$ cat src/include/asrs_pkg.sv
`default_nettype none
package asrs_pkg;
	localparam int ADDR_W = 8;
	localparam int DATA_W = 16;
	localparam int CHAR_W = 9;
	localparam int HIST_W = 10;
	// register byte offsets
	localparam logic [7:0] REG_CTRL = 8'h00;
	localparam logic [7:0] REG_STATUS = 8'h04;
	localparam logic [7:0] REG_DATA = 8'h08;
	// control field positions
	localparam int CTRL_ENABLE = 0;
	localparam int CTRL_NINE = 1;
	localparam int CTRL_MUTE = 2;
	localparam logic [2:0] CTRL_RESET = 3'h0;
	// status field positions
	localparam int STAT_FULL = 0;
	localparam int STAT_OVERRUN = 1;
	localparam int STAT_NOISE = 2;
	localparam int STAT_FRAMING = 3;
	localparam int STAT_BREAK = 4;
	localparam int STAT_BUSY = 5;
	// sample phases within one bit time
	localparam logic [4:0] PH_FIRST = 5'h01;
	localparam logic [4:0] PH_SECOND = 5'h02;
	localparam logic [4:0] PH_V3 = 5'h03;
	localparam logic [4:0] PH_V5 = 5'h05;
	localparam logic [4:0] PH_V7 = 5'h07;
	localparam logic [4:0] PH_D8 = 5'h08;
	localparam logic [4:0] PH_D9 = 5'h09;
	localparam logic [4:0] PH_D10 = 5'h0A;
	localparam logic [4:0] PH_F14 = 5'h0E;
	localparam logic [4:0] PH_LAST = 5'h10;
	localparam logic [3:0] BITS_EIGHT = 4'h8;
	localparam logic [3:0] BITS_NINE = 4'h9;

	typedef enum logic [2:0] {
		ST_OFF = 3'b000,
		ST_SEARCH = 3'b001,
		ST_VERIFY = 3'b010,
		ST_DATA = 3'b011,
		ST_STOP = 3'b100,
		ST_RECOVER = 3'b101
	} asrs_state_e;

	typedef struct packed {
		logic qualify;
		logic fallEdge;
	} asrs_edge_s;

	typedef struct packed {
		logic reject;
		logic value;
		logic noise;
		logic startNoise;
	} asrs_vote_s;

	typedef struct packed {
		logic brk;
		logic framing;
		logic noise;
		logic overrun;
		logic full;
	} asrs_flags_s;

	function automatic logic maj3(input logic a, input logic b, input logic c);
		return (a & b) | (a & c) | (b & c);
	endfunction
endpackage
`default_nettype wire

$ cat src/rtl/asrs_history.sv
`default_nettype none
module asrs_history (
	input wire logic sys_clk, // system clock
	input wire logic rst_b, // async reset, active low
	input wire logic tick, // one sample per pulse
	input wire logic sample, // serial line sample
	input wire logic forceOne, // shift a one instead of the line
	output asrs_pkg::asrs_edge_s edges // qualifier and resync pattern
);
	logic [asrs_pkg::HIST_W-2:0] hist_reg;
	logic eff;
	logic [asrs_pkg::HIST_W-1:0] win;

	assign eff = forceOne | sample;
	assign win = {hist_reg, eff};

	always_ff @(posedge sys_clk or negedge rst_b) begin
		if (!rst_b) begin
			hist_reg <= '0;
		end else if (tick) begin
			hist_reg <= win[asrs_pkg::HIST_W-2:0];
		end
	end

	// newest sample in bit 0; three ones then a low
	assign edges.qualify = win[3] & win[2] & win[1] & !win[0];
	// 111 0 d 0 d 0 d 0 with at most one high among RT3, RT5, RT7
	assign edges.fallEdge = win[9] & win[8] & win[7] & !win[6]
		& !asrs_pkg::maj3(win[4], win[2], win[0]);
endmodule
`default_nettype wire

$ cat src/rtl/asrs_vote.sv
`default_nettype none
module asrs_vote (
	input wire logic sys_clk, // system clock
	input wire logic rst_b, // async reset, active low
	input wire logic tick, // one sample per pulse
	input wire logic [4:0] phase, // phase of the current sample
	input wire logic sample, // serial line sample
	input wire logic clear, // drop partial data samples
	output asrs_pkg::asrs_vote_s vote // decisions on the current sample
);
	logic v3_reg;
	logic v5_reg;
	logic v7_reg;
	logic d8_reg;
	logic d9_reg;

	always_ff @(posedge sys_clk or negedge rst_b) begin
		if (!rst_b) begin
			v3_reg <= 1'b0;
			v5_reg <= 1'b0;
			v7_reg <= 1'b0;
		end else if (tick) begin
			if (phase == asrs_pkg::PH_V3) begin
				v3_reg <= sample;
			end
			if (phase == asrs_pkg::PH_V5) begin
				v5_reg <= sample;
			end
			if (phase == asrs_pkg::PH_V7) begin
				v7_reg <= sample;
			end
		end
	end

	always_ff @(posedge sys_clk or negedge rst_b) begin
		if (!rst_b) begin
			d8_reg <= 1'b0;
			d9_reg <= 1'b0;
		end else if (clear) begin
			d8_reg <= 1'b0;
			d9_reg <= 1'b0;
		end else if (tick) begin
			if (phase == asrs_pkg::PH_D8) begin
				d8_reg <= sample;
			end
			if (phase == asrs_pkg::PH_D9) begin
				d9_reg <= sample;
			end
		end
	end

	// valid only on the tick of phase seven (reject) or phase ten (others)
	assign vote.reject = asrs_pkg::maj3(v3_reg, v5_reg, sample);
	assign vote.value = asrs_pkg::maj3(d8_reg, d9_reg, sample);
	assign vote.noise = !((d8_reg == d9_reg) && (d9_reg == sample));
	// start bit: RT1 was low, so any high among the six later samples disagrees
	assign vote.startNoise = v3_reg | v5_reg | v7_reg | d8_reg | d9_reg | sample;
endmodule
`default_nettype wire

$ cat src/rtl/async_serial_rx_sampler.sv
`default_nettype none
module async_serial_rx_sampler (
	input wire logic sys_clk, // 125 MHz system clock
	input wire logic rst_b, // async reset, active low
	input wire logic sampleTick, // one pulse per sixteenth of a bit
	input wire logic rxLine, // serial input, synchronous to sys_clk
	input wire logic [asrs_pkg::ADDR_W-1:0] regAddr, // register byte address
	input wire logic [asrs_pkg::DATA_W-1:0] regWrData, // register write data
	input wire logic regWrite, // write strobe
	input wire logic regRead, // read strobe
	output logic [asrs_pkg::DATA_W-1:0] regRdData, // read data, cycle after strobe
	output logic receiveFull // receive buffer holds a character
);
	asrs_pkg::asrs_state_e state_reg;
	asrs_pkg::asrs_state_e state_next;
	logic [4:0] phase_reg;
	logic [4:0] phase_next;
	logic [3:0] bitCount_reg;
	logic [asrs_pkg::CHAR_W-1:0] shift_reg;
	logic [asrs_pkg::CHAR_W-1:0] buffer_reg;
	logic [2:0] ctrl_reg;
	logic enablePrev_reg;
	logic workNoise_reg;
	asrs_pkg::asrs_flags_s flags;
	logic full_reg;
	logic overrun_reg;
	logic noise_reg;
	logic framing_reg;
	logic brk_reg;
	logic flagEvent;
	logic charLoad;
	logic ctrlWrite;
	logic ctrlRead;
	logic statusRead;
	logic [asrs_pkg::DATA_W-1:0] statusWord;
	asrs_pkg::asrs_edge_s edges;
	asrs_pkg::asrs_vote_s vote;
	logic rxEnable;
	logic nineBit;
	logic wakeupMute;
	logic tick;
	logic forceOne;
	logic resync;
	logic frameDone;
	logic stopValue;
	logic [asrs_pkg::CHAR_W-1:0] rxChar;
	logic charZero;
	logic isBreak;
	logic charNoise;
	logic dataRead;
	logic [3:0] bitsWanted;

	assign rxEnable = ctrl_reg[asrs_pkg::CTRL_ENABLE];
	assign nineBit = ctrl_reg[asrs_pkg::CTRL_NINE];
	assign wakeupMute = ctrl_reg[asrs_pkg::CTRL_MUTE];
	// sampling is paced by the external 16x tick, not by sys_clk
	assign tick = sampleTick && rxEnable;
	assign bitsWanted = nineBit ? asrs_pkg::BITS_NINE : asrs_pkg::BITS_EIGHT;

	// artificial stop-bit ones only in the recovery tail
	assign forceOne = (state_reg == asrs_pkg::ST_RECOVER)
		&& (phase_reg >= asrs_pkg::PH_F14);

	asrs_history u_history (
		.sys_clk(sys_clk),
		.rst_b(rst_b),
		.tick(tick),
		.sample(rxLine),
		.forceOne(forceOne),
		.edges(edges)
	);

	asrs_vote u_vote (
		.sys_clk(sys_clk),
		.rst_b(rst_b),
		.tick(tick),
		.phase(phase_reg),
		.sample(rxLine),
		.clear(resync),
		.vote(vote)
	);

	// realign only inside the frame body; the start bit is already aligned
	assign resync = tick && edges.fallEdge
		&& ((state_reg == asrs_pkg::ST_DATA) || (state_reg == asrs_pkg::ST_STOP));

	assign frameDone = tick && (state_reg == asrs_pkg::ST_STOP)
		&& (phase_reg == asrs_pkg::PH_D10) && !resync;
	assign stopValue = vote.value;
	assign rxChar = nineBit ? shift_reg : {1'b0, shift_reg[asrs_pkg::CHAR_W-1:1]};
	assign charZero = (rxChar == '0);
	assign isBreak = !stopValue && charZero;
	assign charNoise = workNoise_reg || vote.noise;
	function automatic logic regHit(input logic [asrs_pkg::ADDR_W-1:0] addr,
		input logic [7:0] offset);
		return addr == offset;
	endfunction

	// one packing of the status word keeps the read mux and the bit layout together
	function automatic logic [asrs_pkg::DATA_W-1:0] packStatus(input asrs_pkg::asrs_flags_s f,
		input logic inFrame);
		logic [asrs_pkg::DATA_W-1:0] w;
		w = '0;
		w[asrs_pkg::STAT_FULL] = f.full;
		w[asrs_pkg::STAT_OVERRUN] = f.overrun;
		w[asrs_pkg::STAT_NOISE] = f.noise;
		w[asrs_pkg::STAT_FRAMING] = f.framing;
		w[asrs_pkg::STAT_BREAK] = f.brk;
		w[asrs_pkg::STAT_BUSY] = inFrame;
		return w;
	endfunction

	assign dataRead = regRead && regHit(regAddr, asrs_pkg::REG_DATA);
	assign statusRead = regRead && regHit(regAddr, asrs_pkg::REG_STATUS);
	assign ctrlRead = regRead && regHit(regAddr, asrs_pkg::REG_CTRL);
	assign ctrlWrite = regWrite && regHit(regAddr, asrs_pkg::REG_CTRL);
	// finished character, unless the mute bit keeps every flag quiet
	assign flagEvent = frameDone && !wakeupMute;
	assign charLoad = flagEvent && !full_reg;
	assign flags = {brk_reg, framing_reg, noise_reg, overrun_reg, full_reg};
	assign statusWord = packStatus(flags, enablePrev_reg
		&& (state_reg != asrs_pkg::ST_SEARCH) && (state_reg != asrs_pkg::ST_OFF));

	always_comb begin
		state_next = state_reg;
		phase_next = phase_reg;
		if (!rxEnable) begin
			state_next = asrs_pkg::ST_OFF;
			phase_next = asrs_pkg::PH_FIRST;
		end else if (state_reg == asrs_pkg::ST_OFF) begin
			state_next = asrs_pkg::ST_SEARCH;
			phase_next = asrs_pkg::PH_FIRST;
		end else if (tick) begin
			if (phase_reg == asrs_pkg::PH_LAST) begin
				phase_next = asrs_pkg::PH_FIRST;
			end else begin
				phase_next = phase_reg + 5'h01;
			end
			case (state_reg)
				asrs_pkg::ST_SEARCH: begin
					if (edges.qualify) begin
						state_next = asrs_pkg::ST_VERIFY;
						phase_next = asrs_pkg::PH_SECOND;
					end else begin
						phase_next = asrs_pkg::PH_FIRST;
					end
				end
				asrs_pkg::ST_VERIFY: begin
					if (phase_reg == asrs_pkg::PH_V7 && vote.reject) begin
						state_next = asrs_pkg::ST_SEARCH;
						phase_next = asrs_pkg::PH_FIRST;
					end else if (phase_reg == asrs_pkg::PH_LAST) begin
						state_next = asrs_pkg::ST_DATA;
					end
				end
				asrs_pkg::ST_DATA: begin
					if (resync) begin
						phase_next = asrs_pkg::PH_D8;
					end else if (phase_reg == asrs_pkg::PH_LAST && bitCount_reg == bitsWanted) begin
						state_next = asrs_pkg::ST_STOP;
					end
				end
				asrs_pkg::ST_STOP: begin
					if (resync) begin
						phase_next = asrs_pkg::PH_D8;
					end else if (frameDone) begin
						if (!stopValue && !isBreak) begin
							state_next = asrs_pkg::ST_RECOVER;
						end else begin
							state_next = asrs_pkg::ST_SEARCH;
							phase_next = asrs_pkg::PH_FIRST;
						end
					end
				end
				asrs_pkg::ST_RECOVER: begin
					if (phase_reg == asrs_pkg::PH_LAST) begin
						state_next = asrs_pkg::ST_SEARCH;
					end
				end
				default: begin
					state_next = asrs_pkg::ST_SEARCH;
					phase_next = asrs_pkg::PH_FIRST;
				end
			endcase
		end
	end

	always_ff @(posedge sys_clk or negedge rst_b) begin
		if (!rst_b) begin
			state_reg <= asrs_pkg::ST_OFF;
			phase_reg <= asrs_pkg::PH_FIRST;
		end else begin
			state_reg <= state_next;
			phase_reg <= phase_next;
		end
	end

	// data bits shift in from the top so the first bit ends at the bottom
	always_ff @(posedge sys_clk or negedge rst_b) begin
		if (!rst_b) begin
			shift_reg <= '0;
			bitCount_reg <= 4'h0;
		end else if (tick && state_reg == asrs_pkg::ST_VERIFY) begin
			bitCount_reg <= 4'h0;
		end else if (tick && state_reg == asrs_pkg::ST_DATA && phase_reg == asrs_pkg::PH_D10
				&& !resync) begin
			shift_reg <= {vote.value, shift_reg[asrs_pkg::CHAR_W-1:1]};
			bitCount_reg <= bitCount_reg + 4'h1;
		end
	end

	// working noise for the character in flight
	always_ff @(posedge sys_clk or negedge rst_b) begin
		if (!rst_b) begin
			workNoise_reg <= 1'b0;
		end else if (tick && state_reg == asrs_pkg::ST_SEARCH && edges.qualify) begin
			workNoise_reg <= 1'b0;
		end else if (tick && phase_reg == asrs_pkg::PH_D10) begin
			if (state_reg == asrs_pkg::ST_VERIFY) begin
				// start value is forced low, so the six highs are the disagreement
				workNoise_reg <= workNoise_reg | vote.startNoise;
			end else if (state_reg == asrs_pkg::ST_DATA && !resync) begin
				workNoise_reg <= workNoise_reg | vote.noise;
			end
		end
	end

	always_ff @(posedge sys_clk or negedge rst_b) begin
		if (!rst_b) begin
			buffer_reg <= '0;
		end else if (charLoad) begin
			buffer_reg <= rxChar;
		end
	end

	// hardware set wins over a clearing read in the same cycle
	always_ff @(posedge sys_clk or negedge rst_b) begin
		if (!rst_b) begin
			full_reg <= 1'b0;
		end else if (charLoad) begin
			full_reg <= 1'b1;
		end else if (dataRead && !flagEvent) begin
			full_reg <= 1'b0;
		end
	end

	// a discarded character leaves the buffered one and its flags alone
	always_ff @(posedge sys_clk or negedge rst_b) begin
		if (!rst_b) begin
			overrun_reg <= 1'b0;
		end else if (flagEvent && full_reg) begin
			overrun_reg <= 1'b1;
		end else if (dataRead) begin
			overrun_reg <= 1'b0;
		end
	end

	always_ff @(posedge sys_clk or negedge rst_b) begin
		if (!rst_b) begin
			noise_reg <= 1'b0;
		end else if (charLoad) begin
			noise_reg <= charNoise;
		end else if (dataRead && !flagEvent) begin
			noise_reg <= 1'b0;
		end
	end

	always_ff @(posedge sys_clk or negedge rst_b) begin
		if (!rst_b) begin
			framing_reg <= 1'b0;
		end else if (charLoad) begin
			framing_reg <= !stopValue;
		end else if (dataRead && !flagEvent) begin
			framing_reg <= 1'b0;
		end
	end

	always_ff @(posedge sys_clk or negedge rst_b) begin
		if (!rst_b) begin
			brk_reg <= 1'b0;
		end else if (charLoad) begin
			brk_reg <= isBreak;
		end else if (dataRead && !flagEvent) begin
			brk_reg <= 1'b0;
		end
	end

	always_ff @(posedge sys_clk or negedge rst_b) begin
		if (!rst_b) begin
			ctrl_reg <= asrs_pkg::CTRL_RESET;
		end else if (ctrlWrite) begin
			ctrl_reg <= regWrData[2:0];
		end
	end

	always_ff @(posedge sys_clk or negedge rst_b) begin
		if (!rst_b) begin
			enablePrev_reg <= 1'b0;
		end else begin
			enablePrev_reg <= rxEnable;
		end
	end

	always_ff @(posedge sys_clk or negedge rst_b) begin
		if (!rst_b) begin
			regRdData <= '0;
		end else if (!regRead) begin
			regRdData <= '0;
		end else if (ctrlRead) begin
			regRdData <= {13'h0000, ctrl_reg};
		end else if (statusRead) begin
			regRdData <= statusWord;
		end else if (dataRead) begin
			regRdData <= {7'h00, buffer_reg};
		end else begin
			regRdData <= '0;
		end
	end

	always_ff @(posedge sys_clk or negedge rst_b) begin
		if (!rst_b) begin
			receiveFull <= 1'b0;
		end else begin
			receiveFull <= full_reg;
		end
	end
endmodule
`default_nettype wire

$ cat config.mk
export PLATFORM = sky130hd
export DESIGN_NAME = async_serial_rx_sampler
export DESIGN_NICKNAME = d
export VERILOG_FILES = /design/src/include/asrs_pkg.sv /design/src/rtl/asrs_history.sv /design/src/rtl/asrs_vote.sv /design/src/rtl/async_serial_rx_sampler.sv
export SDC_FILE = /design/constraint.sdc
export NUM_CORES = 1
export LEC_CHECK = 0
export ABC_AREA = 1
export BUFFER_PORTS_ARGS = -buffer_cell sky130_fd_sc_hd__buf_2
export CORE_UTILIZATION = 53
export CTS_BUF_LIST = sky130_fd_sc_hd__clkbuf_16
export CTS_CLUSTER_SIZE = 16
export DETAILED_ROUTE_END_ITERATION = 8
export GPL_TIMING_DRIVEN = 0
export PLACE_DENSITY = 0.74
export SYNTH_ARGS = -nofsm -noshare
export SYNTH_HDL_FRONTEND = slang
export SYNTH_SLANG_ARGS = --single-unit
export TNS_END_PERCENT = 50
$ cat constraint.sdc
create_clock -name sys_clk -period 2.7 [get_ports sys_clk]
set_input_delay 0.54 -clock sys_clk [delete_from_list [all_inputs] [get_ports sys_clk]]
set_output_delay 0.54 -clock sys_clk [all_outputs]
set_load 0.005 [all_outputs]
==> flow_metrics.py <==
metrics = {
    "status": {
        "status": "complete, no violations",
    },
    "cts": {
        "post_cts_resized": 0,
        "post_cts_buffers": 0,
        "cts_buffer_depth": 2,
        "cts_root_buffer": "clkbuf_16",
        "hold_buffers": 0,
        "cts_tree": "done",
        "clk_pin_slew_ns": 0.05,
        "numCtsBuffers": 9,
        "clock_latency_ns": 0.32,
        "cts.sinks": 64,
        "htreeDepth": 3,
    },
    "critical_path": {
        "worst_setup_path_start_kind": "register",
        "critical_path_buf_inv_count": 3,
        "worstPathCellList": "inv_1, ha_1, inv_1, nand2_1, nand2_1, nand2_1, nand2_1, nand2_2, nand2_2, nand2_4, buf_8, a21oi_1, nand2_1, nand3_1, o21ai_0",
        "critPathArrivalTime_ns": 2.33,
        "critPathMaxFanout": 10,
        "cp.required_ns": 2.88,
        "crit_type": "reg2reg",
        "cp_slowest_stage_delay_ns": 0.60,
        "crit_path_top_delay_cell": "dfstp_2",
        "worst_path_dominant_cell_family": "simple AND/OR/NAND/NOR gates",
        "end_kind": "register",
        "worst_path_most_repeated_cell": "nand2_1",
    },
    "pwr": {
        "ir_drop_mv": 0.503,
        "p_per_area_nw_per_um2": 543,
        "finalPower_uw": 2130,
        "p_leak_uw": 0.00202,
    },
    "floorplan": {
        "initial_core_util_pct": 56.2,
        "pin_count": 47,
        "die_y_um": 82.4,
        "die_area_um2": 6790,
        "die_w_um": 82.4,
        "rows": 28,
        "core_um2": 6100,
    },
    "synthesis": {
        "syn_avg_cell_area_um2": 7.99,
        "synthCells": 429,
        "synthArstFlopShare_pct": 100,
        "synth_top_family_by_area": "simple AND/OR/NAND/NOR gates",
        "synth_edf_count": 0,
        "synth-xor-area-share_pct": 1.53,
        "synthAdderAreaFrac_pct": 2.55,
        "synth_area_leader_cell": "dfrtp_1",
        "synth.top_cell.area_share_pct": 46.0,
        "synthTopCellsByArea": "dfrtp_1, nand2_1, inv_1, o21ai_0, nor2_1",
        "synth_area_um2": 3430,
        "synth_seq_area_share_pct": 46.8,
        "yosys_warnings": 0,
        "ys_dominant_reg_cell": "dfrtp_1",
        "ys_ff_latch": 64,
        "synthSimpleGateAreaFrac_pct": 26.3,
        "synth-compound-area-share_pct": 12.6,
        "synthMuxAreaShare_pct": 0.657,
        "synth_cell_types": 42,
    },
    "cells_and_area": {
        "post-route-util_pct": 64.4,
        "design_area_um2": 3930,
        "layout-drive-gt1-share_pct": 17.7,
        "finalNetCount": 509,
        "area_growth_syn_to_layout_pct": 14.6,
        "regArea_um2": 1600,
        "antenna-diode-count": 0,
        "fillCellCount": 538,
        "multi_input_area_um2": 1520,
    },
    "drt": {
        "antenna_left": 0,
        "dr.first_iter.drc_count": 173,
        "routed_wl_um": 6980,
        "routedWlPerCell_um": 12.7,
        "num_vias": 2801,
        "firstDrtPassIters": 5,
        "drc": 0,
        "vias_per_cell": 5.09,
    },
    "sta": {
        "clock_skew_ns": 0.00376,
        "max_freq_mhz": 466,
        "min_period_ns": 2.15,
        "slew-limit-headroom_pct": 47.4,
        "period_share_pct": 79.5,
        "worst_pin_slew_ns": 0.789,
        "maxSlewViolCount": 0,
        "setup_viol": 0,
        "hold_violations": 0,
        "layout_setup_ws_ns": 0.554,
        "tns_ns": 0,
        "rsz0062_at_grt": "no",
    },
    "placement": {
        "io_buffers": 26,
        "pre_cts_slack_ns": 0.590,
        "gp_congestion": 0.840,
        "dp_hpwl_um": 5210,
        "place_area_um2": 3680,
    },
    "global_routing": {
        "grt_max_degree": 65,
        "grt_pass1_vias": 2672,
        "overflow": 0,
        "antenna_found_initial": 0,
        "grt_use_total_pct": 23.7,
        "grt_pass1_wl_um": 11900,
    },
    "hold_path": {
        "hold_class": "in2async",
    },
    "job": {
        "drv_cap": 0,
    },
}
cells by family after synthesis:
| kind of cell | Yosys count |
|---|---|
| AND/OR/NAND/NOR | 200 |
| AO/OA/AOI/OAI | 75 |
| buffers and inverters | 74 |
| flip-flops | 64 |
| adder cells (fa/ha/maj) | 7 |
| XOR/XNOR | 6 |
| multiplexers | 2 |
| other | 1 |
layer usage:
layer / vias to the layer above / global-route usage (%) / part of all wire, %
li1: 1444 / - / -
met1: 1302 / 29.3 / 47
met2: 47 / 39.8 / 48
met3: 8 / 7.14 / 4.0
met4: 0 / 7.02 / 1.2
met5: - / 0 / 0
Yosys cell counts (4+ instances only):
| cell | instances |
|---|---|
| a21oi_1 | 16 |
| buf_4 | 7 |
| dfrtp_1 | 63 |
| ha_1 | 7 |
| inv_1 | 57 |
| nand2_1 | 110 |
| nand2_2 | 10 |
| nand3_1 | 24 |
| nor2_1 | 36 |
| nor3_1 | 7 |
| o21ai_0 | 35 |
| o21ai_1 | 5 |
| o21ai_2 | 6 |
| xor2_1 | 4 |
report_power, final:
| part | switching, uW | internal (uW) |
|---|---|---|
| clock | 380 | 600 |
| combinational | 92.1 | 46.9 |
| sequential | 20.4 | 995 |
| total | 493 | 1640 |
final timing paths:
| path | start | depth (start not counted) | to | slack [ns] |
|---|---|---|---|---|
| setup reg to reg | phase_reg[0] | 15 | phase_reg[4] | 0.55 |
| hold / removal | rst_b | 1 | regRdData[6] | 0.30 |
| setup / recovery | phase_reg[0] | 15 | phase_reg[4] | 0.55 |
| max in group asynchronous | rst_b | 1 | regRdData[3] | 1.88 |
| hold reg to reg | full_reg | 0 | receiveFull | 0.38 |
| min in group sys_clk | full_reg | 0 | receiveFull | 0.38 |
placed cells by master, fill, tap and decap left out, drive strengths merged:
cell and instances:
a221oi 1, dfstp 1, a31oi 2, o211ai 1, o22ai 1, o21ai 46, mux2 2, nor2 41
ha 7, nand2 121, nor3 10, xnor2 2, or2 1, o41ai 1, a211oi 2, o21bai 1
inv 60, buf 38, xor2 4, o31ai 2, clkinv 5, a22oi 1, clkbuf 11, a21oi 16
nand3 24, nand4 3, conb 7, dfrtp 63, a22o 1
area by class of cell:
type,count,share of cell area [%]
flip-flops and latches,64,40.8
multi-input cells,297,38.7
clock buffers,9,5.73
inverters,60,5.73
repair buffers,26,3.38
plain buffers,14,2.61
well taps,75,2.39
clock inverters,5,0.669
through the flow:
| step | hold WS [ns] | cells |
|---|---|---|
| after floorplan | 0.244 | 435 |
| final | 0.300 | 550 |
| after global routing | 0.378 | 550 |
| after detailed placement | 0.365 | 536 |
| after CTS | 0.332 | 550 |
| after global placement | 0.360 | 536 |
Note: power is estimated with default switching activity, not from simulation.
